### config.mk
export PLATFORM = sky130hd
export DESIGN_NAME = bdio_ports
export DESIGN_NICKNAME = d
export VERILOG_FILES = /design/src/core/bdio_pin_port.v /design/src/core/bdio_ports.v
export VERILOG_INCLUDE_DIRS = /design/src /design/src/common
export SDC_FILE = /design/constraint.sdc
export NUM_CORES = 1
export LEC_CHECK = 0
export BUFFER_PORTS_ARGS = -buffer_cell sky130_fd_sc_hd__buf_2
export CORE_MARGIN = 4
export CORE_UTILIZATION = 53
export DETAILED_ROUTE_END_ITERATION = 10
export HOLD_SLACK_MARGIN = 0.1
export PLACE_DENSITY = 0.9
export SYNTH_ARGS = -nofsm -noshare
export SYNTH_HDL_FRONTEND = slang
export SYNTH_HIERARCHICAL = 1
export SYNTH_SLANG_ARGS = --single-unit
### constraint.sdc
create_clock -name clk_in -period 1.09 [get_ports clk_in]
set_input_delay 0.218 -clock clk_in [delete_from_list [all_inputs] [get_ports clk_in]]
set_output_delay 0.218 -clock clk_in [all_outputs]
set_load 0.01 [all_outputs]
### src/common/bdio_regs.vh
// Register offsets, field positions, reset values and core operation codes for the I/O ports
// ----------------------------------------------------------------------------
// Contract
// - A read of any port register returns the pin levels, never the output latch.
// - Every reset sets all direction bits to one so every pin comes up as an input.
// - The first port has four pins in its low bits and its upper four bits read as zero.
// - The second port has eight independently controlled pins on bits seven to zero.
// - Without a third port its address acts as a plain general-purpose data register.
// - The direction-load instruction copies the accumulator into that port's direction register.
// - A direction bit of one floats the pin and a zero drives it from the output latch.
// - Direction registers are write-only and no access reads them back.
// - Output latches hold their value until the next write to that port, even on input pins.
// - Port inputs are not latched, so a read returns the pin level at that moment.
// - Every pin has its own direction bit and is configured individually.
// - Bit set and bit clear read all pins, change one bit and write the whole port back.
// - Port writes land at the end of the instruction cycle and reads sample at its start.
// - Port data is unknown at power-up and unchanged across master clear and watchdog resets.
// ----------------------------------------------------------------------------
`ifndef BDIO_REGS_VH
`define BDIO_REGS_VH

// ----------------------------------------------------------------------------
// Register addresses
// ----------------------------------------------------------------------------
`define BDIO_ADDR_W 5
`define BDIO_OFS_PORT_A 5'h05
`define BDIO_OFS_PORT_B 5'h06
`define BDIO_OFS_PORT_C 5'h07

// ----------------------------------------------------------------------------
// Fields and reset values
// ----------------------------------------------------------------------------
`define BDIO_PORT_A_PINS 4
`define BDIO_PORT_B_PINS 8
`define BDIO_PORT_C_PINS 8
`define BDIO_DIR_RESET 8'hff
`define BDIO_BIT_SEL_W 3

// ----------------------------------------------------------------------------
// Operation codes on the core side
// ----------------------------------------------------------------------------
`define BDIO_OP_W 3
`define BDIO_OP_NONE 3'h0
`define BDIO_OP_WRITE 3'h1
`define BDIO_OP_BSET 3'h2
`define BDIO_OP_BCLR 3'h3
`define BDIO_OP_DIR 3'h4

`endif

### src/core/bdio_pin_port.v
// One bidirectional port: output latch, write-only direction register and pin drivers
`default_nettype none

module bdio_pin_port #(
    parameter WIDTH = 8
) (
    // Clock and resets
    input wire clk_in,
    input wire rst_b_in,
    // Strobes from the port controller, applied at the end of the cycle
    input wire lat_we_in,
    input wire [WIDTH-1:0] lat_data_in,
    input wire dir_we_in,
    input wire [WIDTH-1:0] dir_data_in,
    // Pins
    input wire [WIDTH-1:0] pin_in,
    output wire [WIDTH-1:0] pin_out,
    output wire [WIDTH-1:0] pin_oe_out,
    // Live pin level for reads
    output wire [WIDTH-1:0] level_out
);

    reg [WIDTH-1:0] lat_q;
    reg [WIDTH-1:0] dir_q;

    // Latch has no reset so its content is unknown at power-up and kept otherwise
    always @(posedge clk_in)
    begin
        if (lat_we_in)
            lat_q <= lat_data_in;
    end

    // Direction comes up all inputs on every reset
    always @(posedge clk_in or negedge rst_b_in)
    begin
        if (!rst_b_in)
            dir_q <= {WIDTH{1'b1}};
        else if (dir_we_in)
            dir_q <= dir_data_in;
    end

    // One driver per pin; the direction register never feeds the read path
    genvar g;
    generate
        for (g = 0; g < WIDTH; g = g + 1)
        begin : g_pin
            assign pin_oe_out[g] = ~dir_q[g];
            assign pin_out[g] = lat_q[g];
        end
    endgenerate

    // Reads see the pins directly, not the latch
    assign level_out = pin_in;

endmodule

`default_nettype wire

### src/core/bdio_ports.v
// I/O port block: address decode, read path, read-modify-write and direction loads
`include "bdio_regs.vh"
`default_nettype none

module bdio_ports #(
    parameter HAS_PORT_C = 1
) (
    // Clock and reset (power-on, master clear and watchdog reset combined)
    input wire clk_in,
    input wire rst_b_in,
    // Core side
    input wire [`BDIO_OP_W-1:0] op_in,
    input wire [`BDIO_ADDR_W-1:0] addr_in,
    input wire [`BDIO_BIT_SEL_W-1:0] bit_sel_in,
    input wire [7:0] acc_in,
    input wire rd_in,
    output reg [7:0] rd_data_out,
    output wire hit_out,
    // First port pins
    input wire [`BDIO_PORT_A_PINS-1:0] first_port_data_in,
    output wire [`BDIO_PORT_A_PINS-1:0] first_port_data_out,
    output wire [`BDIO_PORT_A_PINS-1:0] first_port_data_oe_out,
    // Second port pins
    input wire [`BDIO_PORT_B_PINS-1:0] second_port_data_in,
    output wire [`BDIO_PORT_B_PINS-1:0] second_port_data_out,
    output wire [`BDIO_PORT_B_PINS-1:0] second_port_data_oe_out,
    // Third port pins
    input wire [`BDIO_PORT_C_PINS-1:0] third_port_data_in,
    output wire [`BDIO_PORT_C_PINS-1:0] third_port_data_out,
    output wire [`BDIO_PORT_C_PINS-1:0] third_port_data_oe_out
);

    // ------------------------------------------------------------------------
    // Decode
    // ------------------------------------------------------------------------

    // Shared decode of which port an address names, used by reads and writes
    function [2:0] port_sel;
        input [`BDIO_ADDR_W-1:0] a;
        begin
            port_sel = 3'h0;
            if (a == `BDIO_OFS_PORT_A)
                port_sel = 3'h1;
            else if (a == `BDIO_OFS_PORT_B)
                port_sel = 3'h2;
            else if (a == `BDIO_OFS_PORT_C)
                port_sel = 3'h4;
        end
    endfunction

    wire [2:0] sel = port_sel(addr_in);
    wire is_wr = (op_in == `BDIO_OP_WRITE);
    wire is_rmw = (op_in == `BDIO_OP_BSET) || (op_in == `BDIO_OP_BCLR);
    wire is_dir = (op_in == `BDIO_OP_DIR);
    wire [7:0] a_level;
    wire [7:0] b_level;
    wire [7:0] c_level;
    wire [7:0] c_reg_level;
    reg [7:0] gp_q;
    reg [7:0] cur_level;
    reg [7:0] wr_val;

    assign hit_out = |sel;

    // ------------------------------------------------------------------------
    // Read path and write value
    // ------------------------------------------------------------------------

    // Pins are sampled now for the start-of-cycle read and the modify step
    always @*
    begin
        cur_level = 8'h00;
        case (sel)
            3'h1: cur_level = a_level;
            3'h2: cur_level = b_level;
            3'h4: cur_level = c_reg_level;
            default: cur_level = 8'h00;
        endcase
    end

    // Bit operations rewrite every bit, so input pins latch their sampled level
    always @*
    begin
        wr_val = acc_in;
        case (op_in)
            `BDIO_OP_BSET: wr_val = cur_level | (8'h01 << bit_sel_in);
            `BDIO_OP_BCLR: wr_val = cur_level & ~(8'h01 << bit_sel_in);
            default: wr_val = acc_in;
        endcase
    end

    // Read data registered at the sampling edge
    always @(posedge clk_in or negedge rst_b_in)
    begin
        if (!rst_b_in)
            rd_data_out <= 8'h00;
        else if (rd_in)
            rd_data_out <= cur_level;
    end

    wire lat_we = is_wr || is_rmw;

    // ------------------------------------------------------------------------
    // Ports
    // ------------------------------------------------------------------------

    bdio_pin_port #(.WIDTH(`BDIO_PORT_A_PINS)) u_port_a (
        .clk_in(clk_in),
        .rst_b_in(rst_b_in),
        .lat_we_in(lat_we && sel[0]),
        .lat_data_in(wr_val[`BDIO_PORT_A_PINS-1:0]),
        .dir_we_in(is_dir && sel[0]),
        .dir_data_in(acc_in[`BDIO_PORT_A_PINS-1:0]),
        .pin_in(first_port_data_in),
        .pin_out(first_port_data_out),
        .pin_oe_out(first_port_data_oe_out),
        .level_out(a_level[`BDIO_PORT_A_PINS-1:0])
    );
    assign a_level[7:`BDIO_PORT_A_PINS] = 4'h0;

    bdio_pin_port #(.WIDTH(`BDIO_PORT_B_PINS)) u_port_b (
        .clk_in(clk_in),
        .rst_b_in(rst_b_in),
        .lat_we_in(lat_we && sel[1]),
        .lat_data_in(wr_val),
        .dir_we_in(is_dir && sel[1]),
        .dir_data_in(acc_in),
        .pin_in(second_port_data_in),
        .pin_out(second_port_data_out),
        .pin_oe_out(second_port_data_oe_out),
        .level_out(b_level)
    );

    generate
        if (HAS_PORT_C != 0)
        begin : g_port_c
            bdio_pin_port #(.WIDTH(`BDIO_PORT_C_PINS)) u_port_c (
                .clk_in(clk_in),
                .rst_b_in(rst_b_in),
                .lat_we_in(lat_we && sel[2]),
                .lat_data_in(wr_val),
                .dir_we_in(is_dir && sel[2]),
                .dir_data_in(acc_in),
                .pin_in(third_port_data_in),
                .pin_out(third_port_data_out),
                .pin_oe_out(third_port_data_oe_out),
                .level_out(c_level)
            );
            assign c_reg_level = c_level;
        end
        else
        begin : g_gp_c
            // No pins: the address is plain storage, pins stay released
            assign c_level = 8'h00;
            assign c_reg_level = gp_q;
            assign third_port_data_out = 8'h00;
            assign third_port_data_oe_out = 8'h00;
        end
    endgenerate

    // Storage for the third address when there is no third port; unknown at power-up
    always @(posedge clk_in)
    begin
        if (lat_we && sel[2] && (HAS_PORT_C == 0))
            gp_q <= wr_val;
    end

endmodule

`default_nettype wire

==> flow_metrics.py, run 1 <==
metrics = {
    "floorplan": {
        "rows": 24,
        "initial_core_util_pct": 55.8,
        "pin_count": 91,
        "fp.dieW_um": 76.4,
        "die_h_um": 76.4,
        "coreArea_um2": 4440,
        "fp.dieArea_um2": 5840,
    },
    "placement": {
        "placed_cell_area_um2": 3050,
        "hpwlAfterDp_mm": 4.58,
        "io_buffer_count": 90,
        "gp_congestion": 0.883,
        "dpl_worst_slack_ps": -442,
    },
    "hold_path": {
        "hp-start": "acc_in[7]",
        "hold_depth": 2,
        "hold_end": "u_port_b/dir_q[7]",
        "min_path_type": "primary input to flop",
    },
    "worst_setup_path": {
        "rr_startpoint": "g_port_c.u_port_c/dir_q[1]",
        "critPathTopFamily": "flip-flops",
        "r2r-end": "g_port_c.u_port_c/dir_q[1]",
        "critPathRequiredTime_ps": 870,
        "worst_path_largest_cell_delay_ps": 560,
        "crit_chain": "inv_2 -> buf_6",
        "rrSetupSlack_ps": 220,
        "ff2ff_path_depth": 2,
        "worstPathArrival_ps": 1040,
        "endpoint_kind": "output pin",
        "crit_path_start_kind": "flop",
        "slowest_stage": "dfstp_2",
        "path_buf_inv": 2,
        "worstSetupPathType": "flop to output pin",
        "cp_max_fo": 2,
    },
    "timing": {
        "fmax_ghz": 0.798,
        "finalClockSkew_ps": 0,
        "timing.final.crit_share_pct": 115,
        "max_slew_margin_pct": 76.4,
        "hold_violations": 0,
        "tightest_slew_ps": 353,
        "period_minus_slack_ps": 1250,
        "rsz0062_at_grt": "yes",
        "setup_viol": 52,
        "worst_slack_ps": -164,
        "drv_slew": 0,
    },
    "route": {
        "routed_wl_mm": 7.90,
        "final_antenna_net_count": 0,
        "drt_iter0_markers": 185,
        "wl_per_cell_um": 21.9,
        "drt_pass1_iterations": 4,
        "vias_per_cell": 5.79,
        "drcViolationCount": 0,
        "vias": 2085,
    },
    "grt": {
        "grt_max_degree": 29,
        "grt_pass1_wl_mm": 10.8,
        "grt_use_met2_pct": 41.3,
        "grt_pass1_vias": 2094,
        "grt-busiest-layer": "met2",
        "grt_usage_pct": 24.2,
        "met3_usage_pct": 5.44,
        "globalRouteMet1Util_pct": 26.8,
        "globalRouteOverflowTotal": 0,
        "antenna_found_initial": 0,
    },
    "power": {
        "pwr-share-comb_pct": 20.9,
        "p_per_area_nw_per_um2": 1210,
        "totalPowerFinal_uw": 4380,
        "swShare_pct": 25.7,
        "p_int_uw": 3260,
        "ir_drop_v": 0.000772,
        "p_leak_uw": 0.00156,
        "p_switching_uw": 1130,
        "clkPwrFrac_pct": 31.6,
        "p_seq_share_pct": 47.5,
    },
    "clock_tree": {
        "cts_tree": "done",
        "h-tree-depth": 2,
        "clock_sinks": 48,
        "cts_inserted_buffers": 5,
        "clockRootBuffer": "clkbuf_8",
        "cts_buffer_depth": 2,
        "clkTransAtPathRegs_ps": 90,
        "clk_latency_ps": 300,
    },
    "synthesis": {
        "netlist_area_um2": 2480,
        "ys_types": 37,
        "post_synth_main_area_contributors": "edfxtp_1 24%, dfstp_2 21%, mux2_4 9.7%",
        "ys_seq_elements": 48,
        "netlist_instances": 202,
        "synth_top_area_share_pct": 24.2,
        "yosysTopAreaCell": "edfxtp_1",
        "synth-warning-count": 6,
        "yosysSeqAreaShare_pct": 53.5,
        "synth_ff_type": "edfxtp_1",
        "syn_avg_cell_area_um2": 12.3,
        "synth_edf_count": 20,
        "syn_nets": 244,
        "async_flop_share_pct": 58.3,
    },
    "finish": {
        "final_nets": 349,
        "post-route-util_pct": 81.6,
        "drive_gt1_share_pct": 75.6,
        "num_antenna_cells": 0,
        "final_area_um2": 3630,
        "syn_to_final_growth_pct": 46.2,
    },
    "job": {
        "maxCapViolCount": 0,
    },
    "outcome": {
        "status": "finished with violations",
        "failed_checks": "negative setup slack",
    },
}
==> sequential cells by signal, indices dropped and copies added (netlist names) <==
register                   flops
u_port_a/pin_out               4
g_port_c.u_port_c/dir_q        8
u_port_b/dir_q                 8
u_port_b/pin_out               8
u_port_a/dir_q                 4
g_port_c.u_port_c/pin_out      8
rd_data_out                    8
==> worst max path at each step <==
stage,start,end,slack (ps),depth (start not counted)
global placement,addr_in[0],g_port_c.u_port_c/pin_out[0],-350,5
global route,g_port_c.u_port_c/dir_q[2],third_port_data_oe_out[2],-190,2
floorplan,addr_in[3],g_port_c.u_port_c/dir_q[0],-210,6
detailed placement,addr_in[0],u_port_a/pin_out[0],-440,5
finish,g_port_c.u_port_c/dir_q[1],third_port_data_oe_out[1],-160,2
CTS,g_port_c.u_port_c/dir_q[6],third_port_data_oe_out[6],-150,2
==> repair_timing <==
item | in CTS | in global routing
gates resized for setup | 34 | 44
hold buffers | 1 | 0
buffers inserted | 12 | 2
setup endpoints to repair | 53 | 73
hold endpoints to repair | 8 | 0
pin swaps | 3 | 10
==> power groups by stage <==
stage / combinational (uW) / sequential, uW / clock, uW
5_1_grt: 962 / 2090 / 1460
6_report: 915 / 2080 / 1390
3_5_place_dp: 639 / 2100 / 0
3_3_place_gp: 612 / 2100 / 0
4_1_cts: 769 / 2070 / 1380
2_1_floorplan: 392 / 2100 / 0
==> metal layers <==
layer,share of wire (%),vias to the layer above
met5,0,-
li1,-,890
met1,38,1022
met4,5.9,0
met2,49,130
met3,6.6,43
==> area by class of cell <==
| type | count | area (um2) |
|---|---|---|
| inverters | 22 | 82.6 |
| repair buffers | 129 | 961 |
| well taps | 52 | 65.1 |
| flip-flops and latches | 48 | 1330 |
| fillers | 216 | 817 |
| multi-input cells | 101 | 1070 |
| clock inverters | 2 | 38.8 |
| clock buffers | 6 | 82.6 |
==> worst reg2reg max path, delay by kind of cell, from the launching register on <==
| family | cells | cell delay (ps) |
|---|---|---|
| DFF | 1 | 560 |
| muxes | 1 | 140 |
| buffers and inverters | 1 | 110 |
==> synth_stat cells, types with 3 or more instances <==
cell / instances
a31oi_1: 4
nand2_1: 6
edfxtp_1: 20
mux2i_1: 3
dfrtp_1: 8
mux2_4: 16
inv_1: 22
a32oi_1: 4
dfstp_2: 20
buf_4: 22
buf_6: 5
a21oi_1: 5
nor2_1: 18
mux2_2: 12
==> layout by cell type (no fill, tap or decap), types with 2 or more instances in the layout <==
cell type  Yosys  final
o21ai_0        2      2
buf_2          2     66
inv_1         22      2
inv_2          0     20
a211o_1        2      2
nand4bb_4      0      2
a21oi_1        5      4
buf_6          5     24
mux2_2        12      7
nor2_2         0      4
clkbuf_8       0      6
nand2b_1       2      2
nor2_1        18     13
a31oi_2        2      2
nand2_1        6      5
a32oi_4        0      3
edfxtp_1      20     20
nand3_1        2      2
buf_8          0      2
buf_12         0      4
dfstp_2       20     20
mux2_4        16     21
a31oi_4        0      3
nor3_4         0      2
mux2i_1        3      3
dfrtp_1        8      8
o22ai_1        2      2
buf_4         22     32
or3_1          2      2
o32ai_2        0      2
==> through the flow <==
step / setup TNS (ps) / hold slack (ps) / std cells
after global placement: -19020 / 230 / 337
after global routing: -4580 / 173 / 360
after detailed placement: -21540 / 234 / 337
after CTS: -2780 / 180 / 358
after floorplan: -6450 / -77.6 / 202
final: -3820 / 184 / 360
==> cell families after synthesis <==
| family | synth area share (%) |
|---|---|
| AOI/OAI and AO/OA | 7.72 |
| DFF | 53.5 |
| muxes | 16.3 |
| buffers and inverters | 13.0 |
| and+or+nand+nor | 9.53 |
No activity file was read; power rests on OpenSTA's default activity.
==> inputs of run 2 (changes only) <==
--- a/config.mk
+++ b/config.mk
@@ -6,6 +6,7 @@
 export SDC_FILE = /design/constraint.sdc
 export NUM_CORES = 1
 export LEC_CHECK = 0
+export ABC_AREA = 1
 export BUFFER_PORTS_ARGS = -buffer_cell sky130_fd_sc_hd__buf_2
 export CORE_MARGIN = 4
 export CORE_UTILIZATION = 53
==> run 2 against run 1 <==
The run still ends with negative setup slack left. Sequential share of layout area increased by 2.2 points. Sequential cell count did not move. Fmax is 1.5% higher. Worst hold slack lost 38 ps. Wire length is 8.8% lower. Clock skew did not move. Non-clock buffer count down 6. Global-route usage shrank 0.076 points. Critical endpoint is now second_port_data_oe_out[0]. Highest routed layer unchanged.
==> flow_metrics.py, run 2 <==
metrics = {
    "finish": {
        "final_common_cell": "nand2_1",
        "syn_to_final_growth_pct": 41.6,
        "final_cell_mix": "102 x nand2_1, 72 x buf_2, 27 x nand3_1",
        "final_nets": 428,
        "post-route-util_pct": 78.0,
        "num_antenna_cells": 0,
        "drive_gt1_share_pct": 49.4,
    },
    "worst_setup_path": {
        "worstSetupPathType": "flop to output pin",
        "endpoint_kind": "output pin",
        "worstPathArrival_ps": 1020,
        "cp_max_fo": 2,
        "crit_path_start_kind": "flop",
        "critPathRequiredTime_ps": 870,
    },
    "clock_tree": {
        "clockRootBuffer": "clkbuf_8",
        "h-tree-depth": 2,
        "clk_latency_ps": 290,
        "clkTransAtPathRegs_ps": 90,
        "clock_sinks": 48,
        "cts_inserted_buffers": 5,
        "cts_tree": "done",
        "cts_buffer_depth": 2,
    },
    "timing": {
        "hold_violations": 0,
        "fmax_ghz": 0.809,
        "setup_viol": 21,
        "tightest_slew_ps": 630,
        "worst_slack_ps": -146,
        "rsz0062_at_grt": "yes",
        "max_slew_margin_pct": 57.9,
        "drv_slew": 0,
        "finalClockSkew_ps": 0,
        "timing.final.crit_share_pct": 113,
        "period_minus_slack_ps": 1240,
    },
    "grt": {
        "grt_usage_pct": 24.2,
        "grt_max_degree": 29,
        "globalRouteOverflowTotal": 0,
        "antenna_found_initial": 0,
        "grt_pass1_wl_mm": 10.2,
        "grt_pass1_vias": 2230,
    },
    "placement": {
        "gp_congestion": 0.827,
        "hpwlAfterDp_mm": 4.98,
        "dpl_worst_slack_ps": -287,
        "io_buffer_count": 90,
    },
    "floorplan": {
        "initial_core_util_pct": 55.1,
        "pin_count": 91,
        "die_h_um": 75.5,
        "fp.dieW_um": 75.5,
        "coreArea_um2": 4380,
        "fp.dieArea_um2": 5700,
        "rows": 24,
    },
    "synthesis": {
        "post_synth_main_area_contributors": "edfxtp_1 25%, dfstp_2 22%, nand2_1 17%",
        "async_flop_share_pct": 58.3,
        "synth_xor_area_share_pct": 0,
        "synth_compound_area_share_pct": 3.47,
        "synth_top_family_by_area": "simple AND/OR/NAND/NOR gates",
        "yosysSeqAreaShare_pct": 54.9,
        "synth_edf_count": 20,
        "syn_nets": 322,
        "synth_commonest_cells": "108 x nand2_1, 29 x inv_1, 28 x nand3_1",
        "yosysTopAreaCell": "edfxtp_1",
        "netlist_instances": 280,
        "netlist_area_um2": 2410,
        "synth_fa_ha_area_share_pct": 0,
        "ys_types": 20,
        "muxShareOfSynthArea_pct": 0,
        "synthSimpleGateAreaFrac_pct": 28.3,
        "syn_avg_cell_area_um2": 8.62,
        "synth_most_common_cell": "nand2_1",
        "synth_top_area_share_pct": 24.9,
        "synth_ff_type": "edfxtp_1",
        "synth-warning-count": 6,
        "ys_seq_elements": 48,
    },
    "power": {
        "ir_drop_v": 0.000603,
        "p_leak_uw": 0.00167,
        "p_per_area_nw_per_um2": 1220,
    },
    "route": {
        "drcViolationCount": 0,
        "final_antenna_net_count": 0,
        "vias": 2346,
        "vias_per_cell": 5.34,
        "routed_wl_mm": 7.21,
        "drt_pass1_iterations": 5,
        "wl_per_cell_um": 16.4,
        "drt_iter0_markers": 112,
    },
    "hold_path": {
        "min_path_type": "primary input to flop",
    },
    "outcome": {
        "status": "finished with violations",
        "failed_checks": "negative setup slack",
    },
    "job": {
        "maxCapViolCount": 0,
    },
}
==> run 2: cell count changes in the layout (fill, tap and decap cells not counted), moves of 6 or more <==
cell	before	now
nand3_1	2	27
nor2_4	1	7
mux2_2	7	0
buf_2	66	72
buf_4	32	24
inv_1	2	12
nand2_1	5	102
mux2_4	21	0
==> run 2: cell type report <==
| class | count | area, um2 |
|---|---|---|
| Sequential cell | 48 | 1330 |
| Fill cell | 286 | 965 |
| Timing Repair Buffer | 123 | 900 |
| Multi-Input combinational cell | 173 | 861 |
| Inverter | 35 | 146 |
| Clock buffer | 6 | 82.6 |
| Tap cell | 52 | 65.1 |
| Clock inverter | 2 | 38.8 |
==> run 2: critical path, cell delays in order, from the launching register on <==
cell	delay [ps]
dfstp_2	560
inv_2	50
buf_6	110
==> run 2: through the flow <==
| step | area [um2] | hold WS [ps] | cells | TNS, ps | power, uW |
|---|---|---|---|---|---|
| 2_1_floorplan | 2460 | -77.6 | 280 | -23.3 | 2400 |
| 3_3_place_gp | 3030 | 175 | 421 | -10420 | 2660 |
| 3_5_place_dp | 3030 | 185 | 421 | -12750 | 2690 |
| 4_1_cts | 3300 | 133 | 437 | -2510 | 4090 |
| 5_1_grt | 3420 | 148 | 439 | -3090 | 4290 |
| 6_report | 3420 | 145 | 439 | -2600 | 4160 |
==> run 2: final timing paths <==
| path | from | end | slack (ps) | depth (start not counted) |
|---|---|---|---|---|
| min in group asynchronous | rst_b_in | rd_data_out[4] | 410 | 3 |
| hold / removal | acc_in[7] | g_port_c.u_port_c/dir_q[7] | 150 | 3 |
| hold reg to reg | g_port_c.u_port_c/dir_q[5] | g_port_c.u_port_c/dir_q[5] | 470 | 2 |
| max in group asynchronous | rst_b_in | u_port_a/dir_q[3] | 450 | 3 |
| setup reg to reg | u_port_b/dir_q[6] | u_port_b/dir_q[6] | 240 | 3 |
| setup / recovery | u_port_b/dir_q[0] | second_port_data_oe_out[0] | -150 | 2 |
==> run 2: routing by layer <==
layer	vias up	wire length [um]	part of all wire [%]	global-route usage [%]
met4	0	220	3.1	9.32
met1	1110	2590	36	27.2
met5	-	0	0	0
li1	1080	-	-	-
met2	134	3830	53	44.7
met3	22	574	8.0	4.75
==> run 2: cells by family after synthesis <==
kind of cell | after synthesis
AOI/OAI and AO/OA | 12
buffers and inverters | 59
DFF | 48
and+or+nand+nor | 161
==> run 2: report_power, final <==
| group | total [uW] | switching, uW | internal (uW) |
|---|---|---|---|
| logic | 734 | 390 | 344 |
| clock network | 1340 | 593 | 750 |
| registers | 2080 | 57.6 | 2020 |
==> run 2: timing repair <==
| action | 4_1_cts | 5_1_grt |
|---|---|---|
| endpoints found under the setup margin | 21 | 47 |
| resized for setup | 27 | 28 |
| pin swaps | 5 | 9 |
| endpoints found under the hold margin | 28 | 0 |
| hold buffers | 1 | 0 |
| setup buffers | 7 | 2 |
